File: config.mk
export PLATFORM = sky130hd
export DESIGN_NAME = pso_sync_gen
export DESIGN_NICKNAME = d
export VERILOG_FILES = /design/src/pso_pkg.sv /design/src/pso_regfile.sv /design/src/pso_sync_gen.sv
export VERILOG_INCLUDE_DIRS = /design/src
export SDC_FILE = /design/constraint.sdc
export NUM_CORES = 1
export LEC_CHECK = 0
export BUFFER_PORTS_ARGS = -buffer_cell sky130_fd_sc_hd__buf_4
export CAP_MARGIN = 40
export CORE_ASPECT_RATIO = 0.9
export CORE_MARGIN = 3
export CORE_UTILIZATION = 42
export CTS_CLUSTER_SIZE = 8
export DETAILED_ROUTE_END_ITERATION = 10
export GPL_ROUTABILITY_DRIVEN = 0
export GPL_TIMING_DRIVEN = 0
export MAX_ROUTING_LAYER = met4
export PLACE_DENSITY = 0.68
export SETUP_SLACK_MARGIN = 0.15
export SYNTH_ARGS = -nofsm -noshare
export SYNTH_HDL_FRONTEND = slang
export SYNTH_SLANG_ARGS = --single-unit
export TNS_END_PERCENT = 1
File: constraint.sdc
create_clock -name i_clk -period 6.15 [get_ports i_clk]
set_input_delay 0.9225 -clock i_clk [delete_from_list [all_inputs] [get_ports i_clk]]
set_output_delay 0.9225 -clock i_clk [all_outputs]
set_load 0.005 [all_outputs]
File: src/pso_map.svh
// Purpose: Register offsets, field positions, reset values and timing counts
// Assumes: 8-bit registers on the internal register port
// Notes: Definitions only
`ifndef PSO_MAP_SVH
`define PSO_MAP_SVH

// ----------------------------------------
// Register offsets
// ----------------------------------------
`define PSO_OFS_INPUT_CONFIG 8'h05
`define PSO_OFS_OUTPUT_SYNC_CONFIG 8'h18
`define PSO_OFS_LINE_SYNC_WIDTH 8'h19
`define PSO_OFS_POWER_CONTROL 8'h1B
`define PSO_OFS_REFERENCE_MULTIPLIER 8'h2B

// ----------------------------------------
// Field positions
// ----------------------------------------
`define PSO_BIT_LS_POL 7
`define PSO_BIT_FS_POL 6
`define PSO_BIT_OUT48 0
`define PSO_BIT_YPBPR 2

// ----------------------------------------
// Reset values and codes
// ----------------------------------------
`define PSO_RST_INPUT_CONFIG 8'h00
`define PSO_RST_OUTPUT_SYNC_CONFIG 8'h00
`define PSO_RST_LINE_SYNC_WIDTH 8'h20
`define PSO_RST_POWER_CONTROL 8'h00
`define PSO_RST_REFERENCE_MULTIPLIER 8'h14
`define PSO_STANDBY_CODE 8'h0F
`define PSO_RD_UNMAPPED 8'h00

// ----------------------------------------
// Timing
// ----------------------------------------
`define PSO_FS_PIXEL 12'h007
`define PSO_PIXEL_ZERO 12'h000

`endif

File: src/pso_pkg.sv
// Purpose: Shared types of the sync output generator
// Assumes: Nothing
// Notes: Constants live in pso_map.svh
package pso_pkg;
  typedef logic [7:0] pso_byte_t;
  // Width quantisation mode of the line sync
  typedef enum logic [1:0] {PSO_RGB24, PSO_YPBPR24, PSO_OUT48} pso_mode_e;
endpackage

File: src/pso_regfile.sv
// Purpose: Configuration register file with registered read data
// Assumes: One write or read per cycle on the internal register port
// Notes: Unmapped offsets read as zero and ignore writes
`timescale 1ns/1ps
`include "pso_map.svh"

module pso_regfile
  import pso_pkg::*;
(
  input wire logic i_clk,
  input wire logic i_resetn,
  input wire logic i_we,
  input wire logic i_re,
  input wire logic [7:0] i_addr,
  input wire pso_byte_t i_wdata,
  output pso_byte_t o_rdata,
  output pso_byte_t o_input_config,
  output pso_byte_t o_output_sync_config,
  output pso_byte_t o_line_sync_width,
  output pso_byte_t o_power_control,
  output pso_byte_t o_reference_multiplier
);

  // ----------------------------------------
  // Address decode
  // ----------------------------------------
  wire logic hit_ic = (i_addr == `PSO_OFS_INPUT_CONFIG);
  wire logic hit_oc = (i_addr == `PSO_OFS_OUTPUT_SYNC_CONFIG);
  wire logic hit_lw = (i_addr == `PSO_OFS_LINE_SYNC_WIDTH);
  wire logic hit_pc = (i_addr == `PSO_OFS_POWER_CONTROL);
  wire logic hit_rm = (i_addr == `PSO_OFS_REFERENCE_MULTIPLIER);
  wire pso_byte_t next_rdata = hit_ic ? o_input_config :
                               hit_oc ? o_output_sync_config :
                               hit_lw ? o_line_sync_width :
                               hit_pc ? o_power_control :
                               hit_rm ? o_reference_multiplier : `PSO_RD_UNMAPPED;

  // Every register returns to its default on reset
  always_ff @(posedge i_clk or negedge i_resetn) begin
    if (!i_resetn) begin
      o_input_config <= `PSO_RST_INPUT_CONFIG;
      o_output_sync_config <= `PSO_RST_OUTPUT_SYNC_CONFIG;
      o_line_sync_width <= `PSO_RST_LINE_SYNC_WIDTH;
      o_power_control <= `PSO_RST_POWER_CONTROL;
      o_reference_multiplier <= `PSO_RST_REFERENCE_MULTIPLIER;
    end else if (i_we) begin
      if (hit_ic) o_input_config <= i_wdata;
      if (hit_oc) o_output_sync_config <= i_wdata;
      if (hit_lw) o_line_sync_width <= i_wdata;
      if (hit_pc) o_power_control <= i_wdata;
      if (hit_rm) o_reference_multiplier <= i_wdata;
    end
  end

  // Read data held until the next read
  always_ff @(posedge i_clk or negedge i_resetn) begin
    if (!i_resetn) begin
      o_rdata <= `PSO_RD_UNMAPPED;
    end else if (i_re) begin
      o_rdata <= next_rdata;
    end
  end

endmodule

File: src/pso_sync_gen.sv
// Purpose: Line sync and frame sync outputs towards the scaler
// Assumes: i_clk is the output data clock, one pixel per cycle
// Notes: Raw syncs pass with one register stage, no line alignment
`timescale 1ns/1ps
`include "pso_map.svh"

module pso_sync_gen
  import pso_pkg::*;
#(
  // Counter width; the longest line total must fit
  parameter int CNT_W = 12
)
(
  input wire logic i_clk,
  input wire logic i_resetn,
  input wire logic i_reg_we,
  input wire logic i_reg_re,
  input wire logic [7:0] i_reg_addr,
  input wire logic [7:0] i_reg_wdata,
  input wire logic [CNT_W-1:0] i_line_total,
  input wire logic i_vsync_active,
  input wire logic i_raw_hsync,
  input wire logic i_raw_vsync,
  output logic [7:0] o_reg_rdata,
  output logic o_line_sync_output,
  output logic o_frame_sync_output,
  output logic o_raw_horizontal_sync_output,
  output logic o_raw_vertical_sync_output,
  output logic o_standby,
  output logic o_out48_mode,
  output logic o_ypbpr_mode,
  output logic [7:0] o_reference_multiplier
);

  // ----------------------------------------
  // Registers
  // ----------------------------------------
  pso_byte_t input_config;
  pso_byte_t output_sync_config;
  pso_byte_t line_sync_width;
  pso_byte_t power_control;
  pso_byte_t reference_multiplier;

  // Asynchronous low reset covers power-on and the pin alike
  pso_regfile u_regs (
    .i_clk(i_clk),
    .i_resetn(i_resetn),
    .i_we(i_reg_we),
    .i_re(i_reg_re),
    .i_addr(i_reg_addr),
    .i_wdata(i_reg_wdata),
    .o_rdata(o_reg_rdata),
    .o_input_config(input_config),
    .o_output_sync_config(output_sync_config),
    .o_line_sync_width(line_sync_width),
    .o_power_control(power_control),
    .o_reference_multiplier(reference_multiplier)
  );

  // ----------------------------------------
  // Width quantisation
  // ----------------------------------------
  // YPbPr rounds up to odd, 48-bit down to even, RGB passes the value
  function automatic pso_byte_t quant_width(input pso_byte_t w, input pso_mode_e m);
    pso_byte_t r;
    r = w;
    unique case (m)
      PSO_OUT48: r = {w[7:1], 1'b0};
      PSO_YPBPR24: r = {w[7:1], 1'b1};
      PSO_RGB24: r = w;
    endcase
    return r;
  endfunction

  // ----------------------------------------
  // Polarity
  // ----------------------------------------
  // Polarity bit clear drives the pulse high. The reset level 0 is then
  // the idle level, so no false edge follows reset; setting the bit makes
  // the pulse active low
  function automatic logic drive_level(input logic active, input logic pol);
    return active ^ pol;
  endfunction

  // ----------------------------------------
  // Configuration decode
  // ----------------------------------------
  // 48-bit output takes precedence over the YPbPr rounding
  // Mode bits are read live; their effect is latched at the boundary
  wire logic cfg_out48 = output_sync_config[`PSO_BIT_OUT48];
  wire logic cfg_ypbpr = input_config[`PSO_BIT_YPBPR];
  wire logic cfg_ls_pol = output_sync_config[`PSO_BIT_LS_POL];
  wire logic cfg_fs_pol = output_sync_config[`PSO_BIT_FS_POL];
  wire pso_mode_e mode = cfg_out48 ? PSO_OUT48 : (cfg_ypbpr ? PSO_YPBPR24 : PSO_RGB24);
  wire pso_byte_t width_q = quant_width(line_sync_width, mode);
  // Only the exact code enters standby; any other value keeps running
  wire logic standby_cmd = (power_control == `PSO_STANDBY_CODE);
  wire logic run = !standby_cmd;

  // ----------------------------------------
  // Pixel counter and line boundary
  // ----------------------------------------
  // Limitations:
  // - i_line_total is read every cycle; changing it mid-line reshapes that
  //   one line and may clip its sync pulse
  // - a width at or above the line total holds the pulse for the whole line
  //   except pixel 0
  // - frame sync looks at i_vsync_active only at pixel 7, so a vertical
  //   pulse that starts and ends between two pixel 7 samples is missed
  // - register writes land at the next edge, but sync shape changes wait
  //   for the next line boundary
  logic [CNT_W-1:0] pix_cnt;
  pso_byte_t width_act;
  logic ls_pol;
  logic fs_pol;
  logic fs_level;

  wire logic line_end = (pix_cnt >= i_line_total - 1'b1);
  wire logic [CNT_W-1:0] next_cnt = line_end ? `PSO_PIXEL_ZERO : pix_cnt + 1'b1;
  wire logic boundary = (next_cnt == `PSO_PIXEL_ZERO);
  // Extra bit keeps the compare free of wrap-around
  wire logic [CNT_W:0] pos_plus_w = {1'b0, next_cnt} + {{(CNT_W-7){1'b0}}, width_act};
  // Active over the last W pixels, so the trailing edge falls on pixel 0
  wire logic next_ls = (pos_plus_w >= {1'b0, i_line_total}) && !boundary;
  // Vertical sync looked at once a line, at pixel 7, and held until the next
  wire logic fs_pixel = (next_cnt == `PSO_FS_PIXEL);
  wire logic next_fs = fs_pixel ? i_vsync_active : fs_level;
  // Pin levels after polarity
  wire logic next_ls_pin = drive_level(next_ls, ls_pol);
  wire logic next_fs_pin = drive_level(next_fs, fs_pol);

  // Counter stops in standby, as the pixel clock would
  always_ff @(posedge i_clk or negedge i_resetn) begin
    if (!i_resetn) begin
      pix_cnt <= `PSO_PIXEL_ZERO;
    end else if (run) begin
      pix_cnt <= next_cnt;
    end
  end

  // Settings adopted at pixel 0 so no pulse is clipped or doubled; a write
  // mid-line waits, and the pulse in flight keeps its old shape
  always_ff @(posedge i_clk or negedge i_resetn) begin
    if (!i_resetn) begin
      width_act <= `PSO_RST_LINE_SYNC_WIDTH;
      ls_pol <= 1'b0;
      fs_pol <= 1'b0;
    end else if (run && boundary) begin
      width_act <= width_q;
      ls_pol <= cfg_ls_pol;
      fs_pol <= cfg_fs_pol;
    end
  end

  // ----------------------------------------
  // Output flops
  // ----------------------------------------
  // Standby stops the counter and holds both sync pins at their last level;
  // the line in which standby began is stretched, as the counter resumes
  // where it stopped
  always_ff @(posedge i_clk or negedge i_resetn) begin
    if (!i_resetn) begin
      fs_level <= 1'b0;
      o_line_sync_output <= 1'b0;
      o_frame_sync_output <= 1'b0;
    end else if (run) begin
      fs_level <= next_fs;
      o_line_sync_output <= next_ls_pin;
      o_frame_sync_output <= next_fs_pin;
    end
  end

  // ----------------------------------------
  // Raw syncs and status
  // ----------------------------------------
  // One flop keeps the pins registered; the added cycle leaves period,
  // polarity and width of the incoming syncs untouched
  always_ff @(posedge i_clk or negedge i_resetn) begin
    if (!i_resetn) begin
      o_raw_horizontal_sync_output <= 1'b0;
      o_raw_vertical_sync_output <= 1'b0;
    end else begin
      o_raw_horizontal_sync_output <= i_raw_hsync;
      o_raw_vertical_sync_output <= i_raw_vsync;
    end
  end

  // Status copies keep running in standby so the host can
  // still read back the mode
  always_ff @(posedge i_clk or negedge i_resetn) begin
    if (!i_resetn) begin
      o_standby <= 1'b0;
      o_out48_mode <= 1'b0;
      o_ypbpr_mode <= 1'b0;
      o_reference_multiplier <= `PSO_RST_REFERENCE_MULTIPLIER;
    end else begin
      o_standby <= standby_cmd;
      o_out48_mode <= cfg_out48;
      o_ypbpr_mode <= cfg_ypbpr;
      o_reference_multiplier <= reference_multiplier;
    end
  end

endmodule

==> run summary <==
H-Tree Depth -> 3
commonest non-fill, non-tap cell in the layout -> dfrtp_1
unrepaired setup endpoints after global routing -> yes
CTS Hold Buffers Added -> 0
row cnt -> 37
Fmax achieved -> 174.5 MHz
# port buffers -> 55
most frequent cells in the layout -> 80 x dfrtp_1, 58 x buf_4, 55 x nand2_1
syn nets -> 566
number of DRC markers in iteration 0 -> 203
ys async rst share -> 100.0%
pwr dens -> 309.0 nW/µm²
Nets -> 637
cells after synthesis -> 496
Worst Path Required -> 6360 ps
gr usage total -> 19.48%
WL/cell -> 16.71 µm
setup violators final -> 0
status -> completed
P_leak -> 2.920 nW
synthesized area -> 5025 µm²
Initial Utilization -> 43.42%
worst rel slew slack -> 65.18%
Layout Area Growth over Synthesis -> 22.41%
worst-margin pin slew -> 522.4 ps
final hold vios -> 0
Overflow after GRT -> 0
utilization after layout -> 53.15%
Chip Width -> 121.3 µm
drc violations -> 0
fin crit share -> 93.20%
Num CTS Buffers -> 9
CP Class -> in -> reg
Final Max Slew Viols -> 0
clk slew on worst S/H paths -> 70 ps
largest cells by area after synthesis -> dfrtp_1 40%, mux2_2 9.9%, ha_1 8.5%
Ys Warns -> 0
vias in the first global route -> 4086
dominant cell type by area after synthesis -> dfrtp_1
Yosys top cell area share -> 39.84%
post-synthesis register bit count -> 86
Layout Cells excl Fill -> 728
hold crit path type -> reg -> reg
area of the multi-input gates -> 2830 µm²
die area -> 13310 µm²
Main synth FF type -> dfrtp_1
clk root buf -> clkbuf_16
global-route wire length before repair -> 19.82 mm
synth unique cells -> 61
critical path fanouts, max -> 4
Skew-Pair Late Insertion Delay -> 340 ps
Final HPWL DP -> 9.163 mm
I/O pin cnt -> 58
TritonCTS Sinks -> 86
Cells after DPL -> 709
CTS tree -> done
DRT antenna net count -> 0
Post-synth EDFFs -> 0
FF+latch area -> 2160 µm²
CP startpoint kind -> input port
mean cell area of the mapped netlist -> 10.13 µm²
pin count of the biggest net entering global routing -> 50
drt total wl -> 12.17 mm
initial antenna violation count -> 0
sequential share of the synthesized area -> 42.98%
via/cell ratio -> 5.484
Die Y -> 109.8 µm
Worst Skew -> 10.92 ps
n_diodes -> 0
hold slack -> 380.3 ps
Peak VDD IR -> 149.4 µV
critical path arrival -> 5940 ps
crit path capture type -> flop
total number of vias -> 3992
fill cell count -> 1055
Final min period -> 5732 ps
maxcap violations -> 0
core area -> 11570 µm²
DR pass1 iterations -> 5
Max Root-Sink Buffers -> 2
share of cells above drive strength 1 -> 29.02%
-- synthesized netlist by cell type, drive strengths merged, types with 2 or more instances --
library cell	n
dfrtp	80
nor4	4
xor2	2
nor2	41
nor2b	4
a21o	2
o21a	3
dfstp	6
a221oi	2
xnor2	26
and2	2
nand4b	2
nand4	5
buf	7
and4	2
nor3	6
or3	4
o21ai	29
a2111oi	2
inv	22
nand2b	8
a211o	2
a21oi	14
mux2	52
ha	34
clkbuf	12
nor4b	3
nor3b	2
nand3	10
or2	3
and3	6
a31oi	10
nand2	58
nand3b	3
or4	2
a222oi	2
o31ai	9
o221ai	2
-- logic make-up after synthesis --
logic type                 count (synthesis)  synth area share (%)
muxes                                     52                 11.65
DFF                                       86                 42.98
AOI/OAI and AO/OA                         88                 11.43
adders and majority gates                 35                 8.865
and+or+nand+nor                          166                 16.96
xor gates and xnor gates                  28                 4.881
buffers and inverters                     41                 3.237
-- repair_timing --
| action | CTS | global route |
|---|---|---|
| setup buffers | 2 | 2 |
| setup endpoints to repair | 1 | 1 |
| resized for setup | 15 | 25 |
| pin swaps | 1 | 25 |
-- cell type report --
class,count,share of cell area [%]
clock buffers,10,3.723
clock inverters,6,1.180
well taps,156,3.173
repair buffers,61,7.994
plain buffers,18,1.424
flip-flops and latches,86,35.11
inverters,22,1.383
multi-input cells,369,46.01
-- power by group --
part           internal (mW)  switching, mW
logic                  0.306          0.354
registers              0.632         0.0597
clock network          0.319          0.230
total                   1.26          0.643
-- through the flow --
stage,cell area (µm²),setup WS (ps),setup TNS [ps],power (mW)
after floorplan,5025,175.7,0,1.108
after global placement,5633,-1103,-1103,1.272
after detailed placement,5670,-1310,-1310,1.306
after CTS,6046,166.8,0,1.882
after global routing,6151,109.3,0,2.023
final,6151,418.4,0,1.901
-- per-layer routing --
layer,wire (µm),vias to the layer above,GRT usage [%]
li1,-,1917,-
met2,5898,88,32.03
met3,424,18,3.549
met5,0,-,-
met1,5638,1969,25.01
met4,205,0,5.280
-- critical path, stage by stage --
cell and delay, ps:
buf_8 100, nor4_4 340, nand2_2 150, nor3_2 210
xnor2_1 170, ha_1 290, buf_4 140, a221oi_2 330
o21ai_4 140, or2_4 300, inv_4 60, ha_4 190
a21o_1 160, a21oi_2 170, nor2b_2 80, o31ai_4 260
nand2b_1 130, nand3_2 110, xnor2_2 70, ha_1 330
a2111oi_2 350, o21ai_1 180, a2111oi_2 310, o32a_1 230
or3_1 120, a31oi_1 80
-- final timing paths --
check                                                                to  slack [ps]                                          from  cells past startpoint
setup / recovery                         o_line_sync_output$_DFFE_PN0N_         420                               i_line_total[4]                     26
hold / removal                      o_reference_multiplier[2]$_DFF_PN1_         380  u_regs.o_reference_multiplier[2]$_DFFE_PN1P_                      0
setup reg to reg                         o_line_sync_output$_DFFE_PN0N_        1390                        pix_cnt[7]$_DFFE_PN0N_                     22
hold reg to reg                     o_reference_multiplier[2]$_DFF_PN1_         380  u_regs.o_reference_multiplier[2]$_DFFE_PN1P_                      0
max in group asynchronous       u_regs.o_line_sync_width[5]$_DFFE_PN1P_        4930                                      i_resetn                      2
min in group asynchronous  u_regs.o_reference_multiplier[5]$_DFFE_PN0P_         560                                      i_resetn                      1
-- state kept, by name, indices dropped and copies added (netlist names) --
signal / count
fs_level: 1
fs_pol: 1
ls_pol: 1
o_frame_sync_output: 1
o_line_sync_output: 1
o_out48_mode: 1
o_raw_horizontal_sync_output: 1
o_raw_vertical_sync_output: 1
o_reference_multiplier: 8
o_standby: 1
o_ypbpr_mode: 1
pix_cnt: 12
u_regs.o_input_config: 8
u_regs.o_line_sync_width: 8
u_regs.o_output_sync_config: 8
u_regs.o_power_control: 8
u_regs.o_rdata: 8
u_regs.o_reference_multiplier: 8
width_act: 8
No activity file was read; power rests on OpenSTA's default activity.
